==> config.mk <==
export PLATFORM = sky130hd
export DESIGN_NAME = cmbf_top
export DESIGN_NICKNAME = d
export VERILOG_FILES = /design/src/core/cmbf_pkg.sv /design/src/core/cmbf_filt_if.sv /design/src/core/cmbf_top.sv /design/src/core/cmbf_filter.sv
export SDC_FILE = /design/constraint.sdc
export NUM_CORES = 2
export LEC_CHECK = 0
export BUFFER_PORTS_ARGS = -buffer_cell sky130_fd_sc_hd__buf_2
export CAP_MARGIN = 20
export CORE_UTILIZATION = 40
export DETAILED_ROUTE_END_ITERATION = 10
export PLACE_DENSITY = 0.57
export SKIP_CTS_REPAIR_TIMING = 1
export SYNTH_ARGS = -nofsm -noshare
export SYNTH_HDL_FRONTEND = slang
export SYNTH_SLANG_ARGS = --single-unit
==> constraint.sdc <==
create_clock -name hclk -period 13.5 [get_ports hclk]
set_input_delay 1.35 -clock hclk [delete_from_list [all_inputs] [get_ports hclk]]
set_output_delay 1.35 -clock hclk [all_outputs]
set_load 0.005 [all_outputs]
==> src/core/cmbf_pkg.sv <==
package cmbf_pkg;
    localparam int BUF_BYTES = 13;
    localparam int NUM_TX = 3;
    localparam int LOCAL_PRIORITY_FIELD_W = 8;
    localparam int HIT_W = 3;

    localparam logic [7:0] A_CTRL = 8'h00;
    localparam logic [7:0] A_RFLG = 8'h04;
    localparam logic [7:0] A_TFLG = 8'h08;
    localparam logic [7:0] A_TCTL = 8'h0c;
    localparam logic [7:0] A_IDAC = 8'h10;
    localparam logic [7:0] A_PAT0 = 8'h14;
    localparam logic [7:0] A_PAT1 = 8'h18;
    localparam logic [7:0] A_MSK0 = 8'h1c;
    localparam logic [7:0] A_MSK1 = 8'h20;
    localparam logic [3:0] A_FG_HI = 4'h4;
    localparam logic [3:0] A_TX0_HI = 4'h5;

    localparam int C_LOOP = 0;
    localparam int C_RXFIE = 1;
    localparam int C_OVRIE = 2;
    localparam int R_RXF = 0;
    localparam int R_OVR = 1;
    localparam int T_TXE_LSB = 0;
    localparam int T_ABORT_ACKNOWLEDGE_FLAG_LSB = 4;
    localparam int X_ABORT_REQUEST_FLAG_LSB = 0;
    localparam int X_TXEIE_LSB = 4;
    localparam int I_MODE_LSB = 0;
    localparam int I_HIT_LSB = 4;
    localparam int LOCAL_PRIORITY_FIELD_LSB = 8;

    localparam logic [2:0] TXE_RST = 3'h7;
    localparam logic [31:0] PAT_RST = 32'h0000_0000;
    localparam logic [31:0] MSK_RST = 32'h0000_0000;

    typedef enum logic [1:0] {
        CMBF_WIDE,
        CMBF_MEDIUM,
        CMBF_NARROW,
        CMBF_CLOSED
    } cmbf_mode_t;
endpackage

==> src/core/cmbf_filt_if.sv <==
`timescale 1ns/1ps
interface cmbf_filt_if;
    logic [31:0] id;
    logic [31:0] pat;
    logic [31:0] msk;
    cmbf_pkg::cmbf_mode_t mode;
    logic [3:0] hit;
    modport top (output id, output pat, output msk, output mode, input hit);
    modport filt (input id, input pat, input msk, input mode, output hit);
endinterface

==> src/core/cmbf_top.sv <==
// The address map and register access over AHB-Lite were chosen for this implementation.
`timescale 1ns/1ps
module cmbf_top (
    input wire logic hclk,
    input wire logic hresetn,
    input wire logic hsel,
    input wire logic [31:0] haddr,
    input wire logic [1:0] htrans,
    input wire logic hwrite,
    input wire logic [2:0] hsize,
    input wire logic [31:0] hwdata,
    input wire logic hready,
    output logic hreadyout,
    output logic [31:0] hrdata,
    output logic hresp,
    input wire logic rx_wr,
    input wire logic [3:0] rx_idx,
    input wire logic [7:0] rx_byte,
    input wire logic rx_done,
    input wire logic rx_ok,
    input wire logic arb_start,
    input wire logic arb_lost,
    input wire logic tx_done,
    input wire logic tx_err,
    input wire logic [3:0] tx_rd_idx,
    output logic [7:0] tx_rd_data,
    output logic tx_req,
    output logic tx_active,
    output logic [1:0] tx_sel,
    output logic ack_en,
    output logic loopback,
    output logic rx_irq,
    output logic err_irq,
    output logic tx_irq
);
    import cmbf_pkg::*;

    logic wr_pend_r;
    logic [7:0] addr_r;
    logic [31:0] hrdata_r;
    logic [31:0] rdata;
    logic [2:0] ctrl_r;
    cmbf_mode_t mode_r;
    logic [31:0] pat_r [2];
    logic [31:0] msk_r [2];
    logic [BUF_BYTES*8-1:0] bg_r;
    logic [BUF_BYTES*8-1:0] fg_r;
    logic [BUF_BYTES*8-1:0] tx_r [NUM_TX];
    logic [LOCAL_PRIORITY_FIELD_W-1:0] local_priority_field_r [NUM_TX];
    logic rxf_r;
    logic ovr_r;
    logic bg_full_r;
    logic [HIT_W-1:0] hit_r;
    logic [HIT_W-1:0] bg_hit_r;
    logic [NUM_TX-1:0] txe_r;
    logic [NUM_TX-1:0] abort_acknowledge_flag_r;
    logic [NUM_TX-1:0] abort_request_flag_r;
    logic [NUM_TX-1:0] txeie_r;
    logic tx_active_r;
    logic [1:0] tx_sel_r;
    logic [7:0] tx_rd_r;

    cmbf_filt_if fb0 ();
    cmbf_filt_if fb1 ();

    // Address phase capture; every transfer completes without wait states.
    wire addr_ok = hsel && htrans[1] && hready;
    wire [7:0] rd_a = haddr[7:0];
    wire w_ctrl = wr_pend_r && (addr_r == A_CTRL);
    wire w_rflg = wr_pend_r && (addr_r == A_RFLG);
    wire w_tflg = wr_pend_r && (addr_r == A_TFLG);
    wire w_tctl = wr_pend_r && (addr_r == A_TCTL);
    wire w_idac = wr_pend_r && (addr_r == A_IDAC);
    wire w_pat0 = wr_pend_r && (addr_r == A_PAT0);
    wire w_pat1 = wr_pend_r && (addr_r == A_PAT1);
    wire w_msk0 = wr_pend_r && (addr_r == A_MSK0);
    wire w_msk1 = wr_pend_r && (addr_r == A_MSK1);
    wire loop_w = ctrl_r[C_LOOP];

    // Filter inputs: identifier bytes 0 to 3 of the frame in the background buffer.
    wire [31:0] id_w = {bg_r[7:0], bg_r[15:8], bg_r[23:16], bg_r[31:24]};
    assign fb0.id = id_w;
    assign fb0.pat = pat_r[0];
    assign fb0.msk = msk_r[0];
    assign fb0.mode = mode_r;
    assign fb1.id = id_w;
    assign fb1.pat = pat_r[1];
    assign fb1.msk = msk_r[1];
    assign fb1.mode = mode_r;

    cmbf_filter u_flt0 (.f(fb0));
    cmbf_filter u_flt1 (.f(fb1));

    logic [7:0] h8;
    logic [HIT_W-1:0] hit_idx;
    always_comb begin
        case (mode_r)
            CMBF_WIDE: h8 = {6'h00, fb1.hit[0], fb0.hit[0]};
            CMBF_MEDIUM: h8 = {4'h0, fb1.hit[1:0], fb0.hit[1:0]};
            CMBF_NARROW: h8 = {fb1.hit, fb0.hit};
            default: h8 = 8'h00;
        endcase
        hit_idx = '0;
        for (int i = 7; i >= 0; i--) begin
            if (h8[i]) begin
                hit_idx = HIT_W'(i);
            end
        end
    end

    // Receive path. Own frames are filtered out here unless loop-back is on.
    wire own = tx_active_r && !loop_w;
    wire accept = rx_done && rx_ok && !own && (|h8);
    wire rxf_clr = w_rflg && hwdata[R_RXF];
    wire ovr_clr = w_rflg && hwdata[R_OVR];
    wire copy_bg = bg_full_r && (!rxf_r || rxf_clr);
    wire copy_new = accept && !rxf_r && !bg_full_r;
    wire hold_new = accept && rxf_r && !bg_full_r;
    wire ovr_ev = accept && bg_full_r;
    wire fg_load = copy_bg || copy_new;
    // A held frame must survive until it moves forward, so writes stop then.
    wire bg_wr = rx_wr && !bg_full_r && (rx_idx < 4'(BUF_BYTES));

    // Transmit path.
    wire [NUM_TX-1:0] pend = ~txe_r;
    logic [1:0] best;
    logic best_ok;
    always_comb begin
        best = 2'h0;
        for (int n = NUM_TX - 1; n >= 0; n--) begin
            if (pend[n] && (!pend[best] || local_priority_field_r[n] <= local_priority_field_r[best])) begin
                best = 2'(n);
            end
        end
        best_ok = 1'b1;
        for (int n = 0; n < NUM_TX; n++) begin
            if (pend[n] && local_priority_field_r[n] < local_priority_field_r[best]) begin
                best_ok = 1'b0;
            end
        end
    end

    logic [NUM_TX-1:0] done_set;
    logic [NUM_TX-1:0] grant;
    logic [NUM_TX-1:0] tx_wsel;
    for (genvar n = 0; n < NUM_TX; n++) begin : g_tx
        assign done_set[n] = tx_done && tx_active_r && (tx_sel_r == 2'(n));
        assign grant[n] = abort_request_flag_r[n] && !txe_r[n]
                        && !(tx_active_r && tx_sel_r == 2'(n));
        // Buffers that are scheduled are locked against software writes.
        assign tx_wsel[n] = wr_pend_r && txe_r[n]
                          && (addr_r[7:4] == A_TX0_HI + 4'(n));
    end
    wire [NUM_TX-1:0] txe_clr = w_tflg ? hwdata[T_TXE_LSB +: NUM_TX] : '0;
    wire [NUM_TX-1:0] abt_set = w_tctl ? (hwdata[X_ABORT_REQUEST_FLAG_LSB +: NUM_TX] & pend) : '0;

    // Read mux, sampled in the address phase and returned from a register.
    wire [127:0] fg_ext = {24'h0, fg_r};
    logic [127:0] tx_ext [NUM_TX];
    always_comb begin
        for (int n = 0; n < NUM_TX; n++) begin
            tx_ext[n] = {16'h0, local_priority_field_r[n], tx_r[n]};
        end
        rdata = 32'h0000_0000;
        case (rd_a)
            A_CTRL: rdata = {29'h0, ctrl_r};
            A_RFLG: rdata = {30'h0, ovr_r, rxf_r};
            A_TFLG: rdata = {25'h0, abort_acknowledge_flag_r, 1'b0, txe_r};
            A_TCTL: rdata = {25'h0, txeie_r, 1'b0, abort_request_flag_r};
            A_IDAC: rdata = {25'h0, hit_r, 2'h0, mode_r};
            A_PAT0: rdata = pat_r[0];
            A_PAT1: rdata = pat_r[1];
            A_MSK0: rdata = msk_r[0];
            A_MSK1: rdata = msk_r[1];
            default: begin
                if (rd_a[7:4] == A_FG_HI) begin
                    rdata = fg_ext[32*rd_a[3:2] +: 32];
                end else if (rd_a[7:4] >= A_TX0_HI && rd_a[7:4] < A_TX0_HI + 4'(NUM_TX)) begin
                    rdata = tx_ext[rd_a[5:4] - 2'h1][32*rd_a[3:2] +: 32];
                end
            end
        endcase
    end

    always_ff @(posedge hclk or negedge hresetn) begin
        if (!hresetn) begin
            wr_pend_r <= 1'b0;
            addr_r <= 8'h00;
            hrdata_r <= 32'h0000_0000;
        end else begin
            wr_pend_r <= addr_ok && hwrite;
            addr_r <= rd_a;
            hrdata_r <= (addr_ok && !hwrite) ? rdata : 32'h0000_0000;
        end
    end

    always_ff @(posedge hclk or negedge hresetn) begin
        if (!hresetn) begin
            ctrl_r <= 3'h0;
            mode_r <= CMBF_WIDE;
            pat_r[0] <= PAT_RST;
            pat_r[1] <= PAT_RST;
            msk_r[0] <= MSK_RST;
            msk_r[1] <= MSK_RST;
            txeie_r <= '0;
        end else begin
            if (w_ctrl) ctrl_r <= hwdata[2:0];
            if (w_idac) mode_r <= cmbf_mode_t'(hwdata[I_MODE_LSB +: 2]);
            if (w_pat0) pat_r[0] <= hwdata;
            if (w_pat1) pat_r[1] <= hwdata;
            if (w_msk0) msk_r[0] <= hwdata;
            if (w_msk1) msk_r[1] <= hwdata;
            if (w_tctl) txeie_r <= hwdata[X_TXEIE_LSB +: NUM_TX];
        end
    end

    always_ff @(posedge hclk or negedge hresetn) begin
        if (!hresetn) begin
            bg_r <= '0;
            fg_r <= '0;
            rxf_r <= 1'b0;
            ovr_r <= 1'b0;
            bg_full_r <= 1'b0;
            hit_r <= '0;
            bg_hit_r <= '0;
        end else begin
            if (bg_wr) bg_r[8*rx_idx +: 8] <= rx_byte;
            if (fg_load) begin
                fg_r <= bg_r;
                hit_r <= copy_bg ? bg_hit_r : hit_idx;
            end
            rxf_r <= (rxf_r && !rxf_clr) || fg_load;
            ovr_r <= (ovr_r && !ovr_clr) || ovr_ev;
            if (hold_new) begin
                bg_full_r <= 1'b1;
                bg_hit_r <= hit_idx;
            end else if (copy_bg) begin
                bg_full_r <= 1'b0;
            end
        end
    end

    always_ff @(posedge hclk or negedge hresetn) begin
        if (!hresetn) begin
            for (int n = 0; n < NUM_TX; n++) begin
                tx_r[n] <= '0;
                local_priority_field_r[n] <= '0;
            end
        end else begin
            for (int n = 0; n < NUM_TX; n++) begin
                for (int k = 0; k < BUF_BYTES; k++) begin
                    if (tx_wsel[n] && addr_r[3:2] == 2'(k / 4)) begin
                        tx_r[n][8*k +: 8] <= hwdata[8*(k % 4) +: 8];
                    end
                end
                if (tx_wsel[n] && addr_r[3:2] == 2'h3) begin
                    local_priority_field_r[n] <= hwdata[LOCAL_PRIORITY_FIELD_LSB +: LOCAL_PRIORITY_FIELD_W];
                end
            end
        end
    end

    always_ff @(posedge hclk or negedge hresetn) begin
        if (!hresetn) begin
            txe_r <= TXE_RST;
            abort_acknowledge_flag_r <= '0;
            abort_request_flag_r <= '0;
            tx_active_r <= 1'b0;
            tx_sel_r <= 2'h0;
            tx_rd_r <= 8'h00;
        end else begin
            txe_r <= (txe_r & ~txe_clr) | done_set | grant;
            abort_acknowledge_flag_r <= (abort_acknowledge_flag_r & ~done_set & ~txe_clr) | grant;
            abort_request_flag_r <= (abort_request_flag_r | abt_set) & ~grant & ~done_set;
            if (arb_start) begin
                tx_active_r <= |pend;
                tx_sel_r <= best;
            end else if (tx_done || tx_err || arb_lost) begin
                tx_active_r <= 1'b0;
            end
            if (tx_rd_idx < 4'(BUF_BYTES)) tx_rd_r <= tx_r[tx_sel_r][8*tx_rd_idx +: 8];
        end
    end

    assign hreadyout = 1'b1;
    assign hresp = 1'b0;
    assign hrdata = hrdata_r;
    assign tx_req = |pend;
    assign tx_active = tx_active_r;
    assign tx_sel = tx_sel_r;
    assign tx_rd_data = tx_rd_r;
    assign ack_en = !own;
    assign loopback = loop_w;
    assign rx_irq = rxf_r && ctrl_r[C_RXFIE];
    assign err_irq = ovr_r && ctrl_r[C_OVRIE];
    assign tx_irq = |(txe_r & txeie_r);

    property p_copy;
        @(posedge hclk) disable iff (!hresetn)
        copy_new |=> rxf_r && (fg_r == $past(bg_r));
    endproperty
    a_copy: assert property (p_copy) else $error("accepted frame not moved forward");
    property p_closed;
        @(posedge hclk) disable iff (!hresetn)
        (mode_r == CMBF_CLOSED) && !rxf_r && !bg_full_r |=> !rxf_r;
    endproperty
    a_closed: assert property (p_closed) else $error("closed mode set receive full");
    property p_own;
        @(posedge hclk) disable iff (!hresetn)
        rx_done && own && !bg_full_r |=> $stable(fg_r) && !ack_en == $past(own);
    endproperty
    a_own: assert property (p_own) else $error("own frame reached foreground");
    property p_ovr;
        @(posedge hclk) disable iff (!hresetn)
        accept && bg_full_r && rxf_r && !rxf_clr |=> ovr_r && bg_full_r && $stable(fg_r);
    endproperty
    a_ovr: assert property (p_ovr) else $error("overrun not flagged");
    property p_local_priority_field;
        @(posedge hclk) disable iff (!hresetn)
        arb_start && tx_req |-> best_ok ##1 tx_active_r;
    endproperty
    a_local_priority_field: assert property (p_local_priority_field) else $error("wrong buffer chosen");
    property p_done;
        @(posedge hclk) disable iff (!hresetn)
        tx_done && tx_active_r |=> txe_r[$past(tx_sel_r)] && !abort_acknowledge_flag_r[$past(tx_sel_r)];
    endproperty
    a_done: assert property (p_done) else $error("sent buffer not released");
    property p_noabort;
        @(posedge hclk) disable iff (!hresetn)
        tx_active_r && pend[tx_sel_r] && !tx_done |=> !abort_acknowledge_flag_r[$past(tx_sel_r)];
    endproperty
    a_noabort: assert property (p_noabort) else $error("active frame aborted");
    property p_hit;
        @(posedge hclk) disable iff (!hresetn)
        copy_new |=> ((($past(h8) >> hit_r) & 8'h01) == 8'h01)
            && (($past(h8) & ((8'h01 << hit_r) - 8'h01)) == 8'h00);
    endproperty
    a_hit: assert property (p_hit) else $error("hit is not lowest match");
    property p_hold;
        @(posedge hclk) disable iff (!hresetn)
        rxf_clr && bg_full_r |=> rxf_r && !bg_full_r;
    endproperty
    a_hold: assert property (p_hold) else $error("held frame not promoted");
endmodule

==> src/core/cmbf_filter.sv <==
`timescale 1ns/1ps
// One bank of four pattern and four mask bytes. A mask bit of one makes
// the matching identifier bit a don't-care.
module cmbf_filter (
    cmbf_filt_if.filt f
);
    import cmbf_pkg::*;

    logic [3:0] m_full;
    logic [3:0] m_pair;
    logic [3:0] m_one;

    function automatic logic bmatch(input logic [7:0] a, input logic [7:0] p,
                                    input logic [7:0] m);
        bmatch = (((a ^ p) & ~m) == 8'h00);
    endfunction

    for (genvar k = 0; k < 4; k++) begin : g_byte
        assign m_full[k] = bmatch(f.id[31-8*k -: 8], f.pat[31-8*k -: 8], f.msk[31-8*k -: 8]);
        assign m_pair[k] = bmatch(f.id[31-8*(k%2) -: 8], f.pat[31-8*k -: 8],
                                  f.msk[31-8*k -: 8]);
        assign m_one[k] = bmatch(f.id[31:24], f.pat[31-8*k -: 8], f.msk[31-8*k -: 8]);
    end

    always_comb begin
        case (f.mode)
            CMBF_WIDE: f.hit = {3'h0, &m_full};
            CMBF_MEDIUM: f.hit = {2'h0, &m_pair[3:2], &m_pair[1:0]};
            CMBF_NARROW: f.hit = m_one;
            default: f.hit = 4'h0;
        endcase
    end
endmodule

==> impl_metrics.env <==
export IMPL_place_area_um2=39900
export IMPL_cp_start_kind="flop"
export IMPL_synth_seq_cells=750
export IMPL_vias_per_cell=6.08
export IMPL_insertion_delay_ns=0.67
export IMPL_final_cell_area_um2=42900
export IMPL_crit_buf_inv=3
export IMPL_regToRegStartpoint="local_priority_field_r[17]"
export IMPL_end_kind="flop"
export IMPL_worst_pin_slew_ns=1.14
export IMPL_drv_cap=0
export IMPL_num_vias=27300
export IMPL_place_ws_ns=7.54
export IMPL_drtAntennaViolNets=0
export IMPL_syn_num_nets=3292
export IMPL_drive_gt1_share_pct=35.4
export IMPL_wl_um=131000
export IMPL_netlist_area_um2=38300
export IMPL_die_y_um=311
export IMPL_yosys_warnings=0
export IMPL_r2r_slack_ns=7.59
export IMPL_rr_worst_depth=29
export IMPL_min_period_ns=5.91
export IMPL_clkTransAtPathRegs_ns=0.06
export IMPL_worstSetupPathType="reg -> reg"
export IMPL_rows=113
export IMPL_arrival_ns=6.42
export IMPL_outcome="finished, final reports clean"
export IMPL_synth_area_top_cells="dfrtp_1 (49%), mux2_2 (21%), mux2i_1 (3.8%), mux4_2 (3.2%), xnor2_1 (2.9%)"
export IMPL_antenna_found_initial=14
export IMPL_ios=148
export IMPL_dieWidth_um=311
export IMPL_cts_root_buf="clkbuf_16"
export IMPL_fin_ws_ns=7.59
export IMPL_totalNegativeSetupSlack_ns=0
export IMPL_die_area_um2=96900
export IMPL_cpMostUsedCell="o21a_1"
export IMPL_start_util_pct=40.3
export IMPL_numCtsBuffers=85
export IMPL_setup_viol=0
export IMPL_hold_path_depth=2
export IMPL_clock_fmax_mhz=169
export IMPL_n_fill_cell=8646
export IMPL_avgRoutedWirePerCell_um=29.1
export IMPL_p_leak_uw=0.0193
export IMPL_crit_start="local_priority_field_r[17]"
export IMPL_p_per_area_nw_per_um2=131
export IMPL_areaGrowthSynthToFinish_pct=12.2
export IMPL_cts_tree="yes"
export IMPL_cp_required_ns=14.02
export IMPL_routabilityCongestion=0.929
export IMPL_worst_hold_path_type="reg -> reg"
export IMPL_port_buffers=117
export IMPL_cp_depth=29
export IMPL_nets=3283
export IMPL_drc=0
export IMPL_synth_common_cells="dfrtp_1 (747), mux2_2 (717), nand2_1 (247), clkbuf_1 (216), o21ai_0 (200)"
export IMPL_endpoint="tx_sel[0]"
export IMPL_grt_total_usage_pct=26.6
export IMPL_cts_htree_levels=3
export IMPL_syn_inst=3162
export IMPL_max_stage_delay_ns=0.41
export IMPL_yosys_cell_types_count=68
export IMPL_hold_viol=0
export IMPL_ys_seq_area_share_pct=49.0
export IMPL_yosys_area_top_type="dfrtp_1"
export IMPL_rsz0062_at_grt="no"
export IMPL_critical_path_slowest_cell="a21oi_1"
export IMPL_skew_ns=0.0374
export IMPL_core_area_um2=94900
export IMPL_grt_pass1_wl_um=192000
export IMPL_avgSynthCellArea_um2=12.1
export IMPL_synth_top_cell_area_share_pct=48.8
export IMPL_cts_max_path_buffers=3
export IMPL_critPathTopFamily="compound AO/OA/AOI/OAI gates"
export IMPL_vdd_ir_drop_worst_mv=0.101
export IMPL_hpwl_um=86400
export IMPL_postLayoutCoreUtil_pct=45.3
export IMPL_synthFlopType="dfrtp_1"
export IMPL_period_share_pct=43.7
export IMPL_drv_slew=0
export IMPL_grt_pass1_vias=27900
export IMPL_yosysMostFrequentCell="dfrtp_1"
export IMPL_cts_sinks=750
export IMPL_cp_max_fo=9
export IMPL_max_slew_margin_pct=23.8
export IMPL_async_flop_share_pct=100
export IMPL_grt_start_max_net_pins=173
export IMPL_synth_edf_count=0
export IMPL_first_iter_violations=2769
export IMPL_timing_rr_end="tx_sel[0]"
export IMPL_drtPass1Iterations=6
export IMPL_grt_overflow_total=0
## cells in the final DEF, fill, tap and decap left out, types with 9 or more instances in the layout
master,n
nor4_1,12
nand3_1,19
or4_1,28
nand4_1,9
ha_1,32
mux2_4,19
o21ai_0,200
xnor2_1,128
inv_1,32
a21oi_1,59
clkbuf_8,21
a221oi_1,99
a31oi_1,23
clkinv_2,15
a222oi_1,19
nor2_4,9
clkbuf_1,14
mux2i_1,147
nand2_1,247
mux4_2,55
buf_2,113
o21a_1,11
clkbuf_16,87
mux2_2,717
buf_4,55
nor2b_1,10
o22ai_1,64
dfrtp_1,745
nor2_1,63
a22oi_1,34
## registers in the layout (all words and copies together) (netlist names), 24 cells and up
signal / cells
bg_r: 104
fb0.msk: 32
fb0.pat: 32
fb1.msk: 32
fb1.pat: 32
fg_r: 104
hrdata: 32
local_priority_field_r: 24
tx_ext: 312
## through the flow
stage / cells / power, uW / hold WS (ns)
detailed placement: 4328 / 3250 / 0.468
finish: 4491 / 5640 / 0.478
CTS: 4483 / 5670 / 0.482
global route: 4488 / 5830 / 0.502
floorplan: 3162 / 2920 / 0.446
global placement: 4328 / 3230 / 0.459
## layer usage
layer | vias to the layer above | routed length [um] | part of all wire, % | track usage (%)
met2 | 1100 | 62200 | 48 | 43.0
li1 | 11600 | - | - | -
met4 | 6 | 6600 | 5.0 | 12.6
met5 | - | 47 | 0.036 | 0
met1 | 14300 | 54500 | 42 | 35.2
met3 | 312 | 7570 | 5.8 | 3.96
## logic make-up after synthesis
kind of cell	Yosys count	synth area share, %
flip-flops	750	49.0
adder cells (fa/ha/maj)	33	1.08
multiplexers	938	28.9
buffers and inverters	303	3.21
AO/OA/AOI/OAI	548	9.30
other	2	0.0196
XOR/XNOR	129	2.95
AND/OR/NAND/NOR	459	5.48
## how the worst min path moves through the flow
stage,to,start
after floorplan,bg_r[40],bg_r[40]
after global placement,bg_r[48],bg_r[48]
after detailed placement,bg_r[50],bg_r[50]
after CTS,bg_r[50],bg_r[50]
after global routing,bg_r[55],bg_r[55]
final,bg_r[53],bg_r[53]
## layout make-up
class | instances | area, um2 | share of cell area [%]
Multi-Input combinational cell | 2109 | 18400 | 42.9
Antenna cell | 5 | 12.5 | 0.0291
Tap cell | 1265 | 1580 | 3.69
Sequential cell | 750 | 18800 | 43.7
Timing Repair Buffer | 174 | 1110 | 2.58
Inverter | 33 | 124 | 0.288
Clock buffer | 122 | 2520 | 5.87
Clock inverter | 33 | 413 | 0.962
## power by group
part / internal [uW] / switching [uW] / total (uW)
clock: 1450 / 964 / 2420
sequential: 2370 / 156 / 2520
combinational: 260 / 442 / 702
## worst reg2reg max path, delay by kind of cell, from the launching register on
family | cells | cell delay (ns)
AOI/OAI and AO/OA | 20 | 3.16
adders and majority gates | 3 | 0.87
buffers and inverters | 3 | 0.60
DFF | 1 | 0.39
muxes | 2 | 0.61
and+or+nand+nor | 1 | 0.13
(Power assumes the default switching activity.)
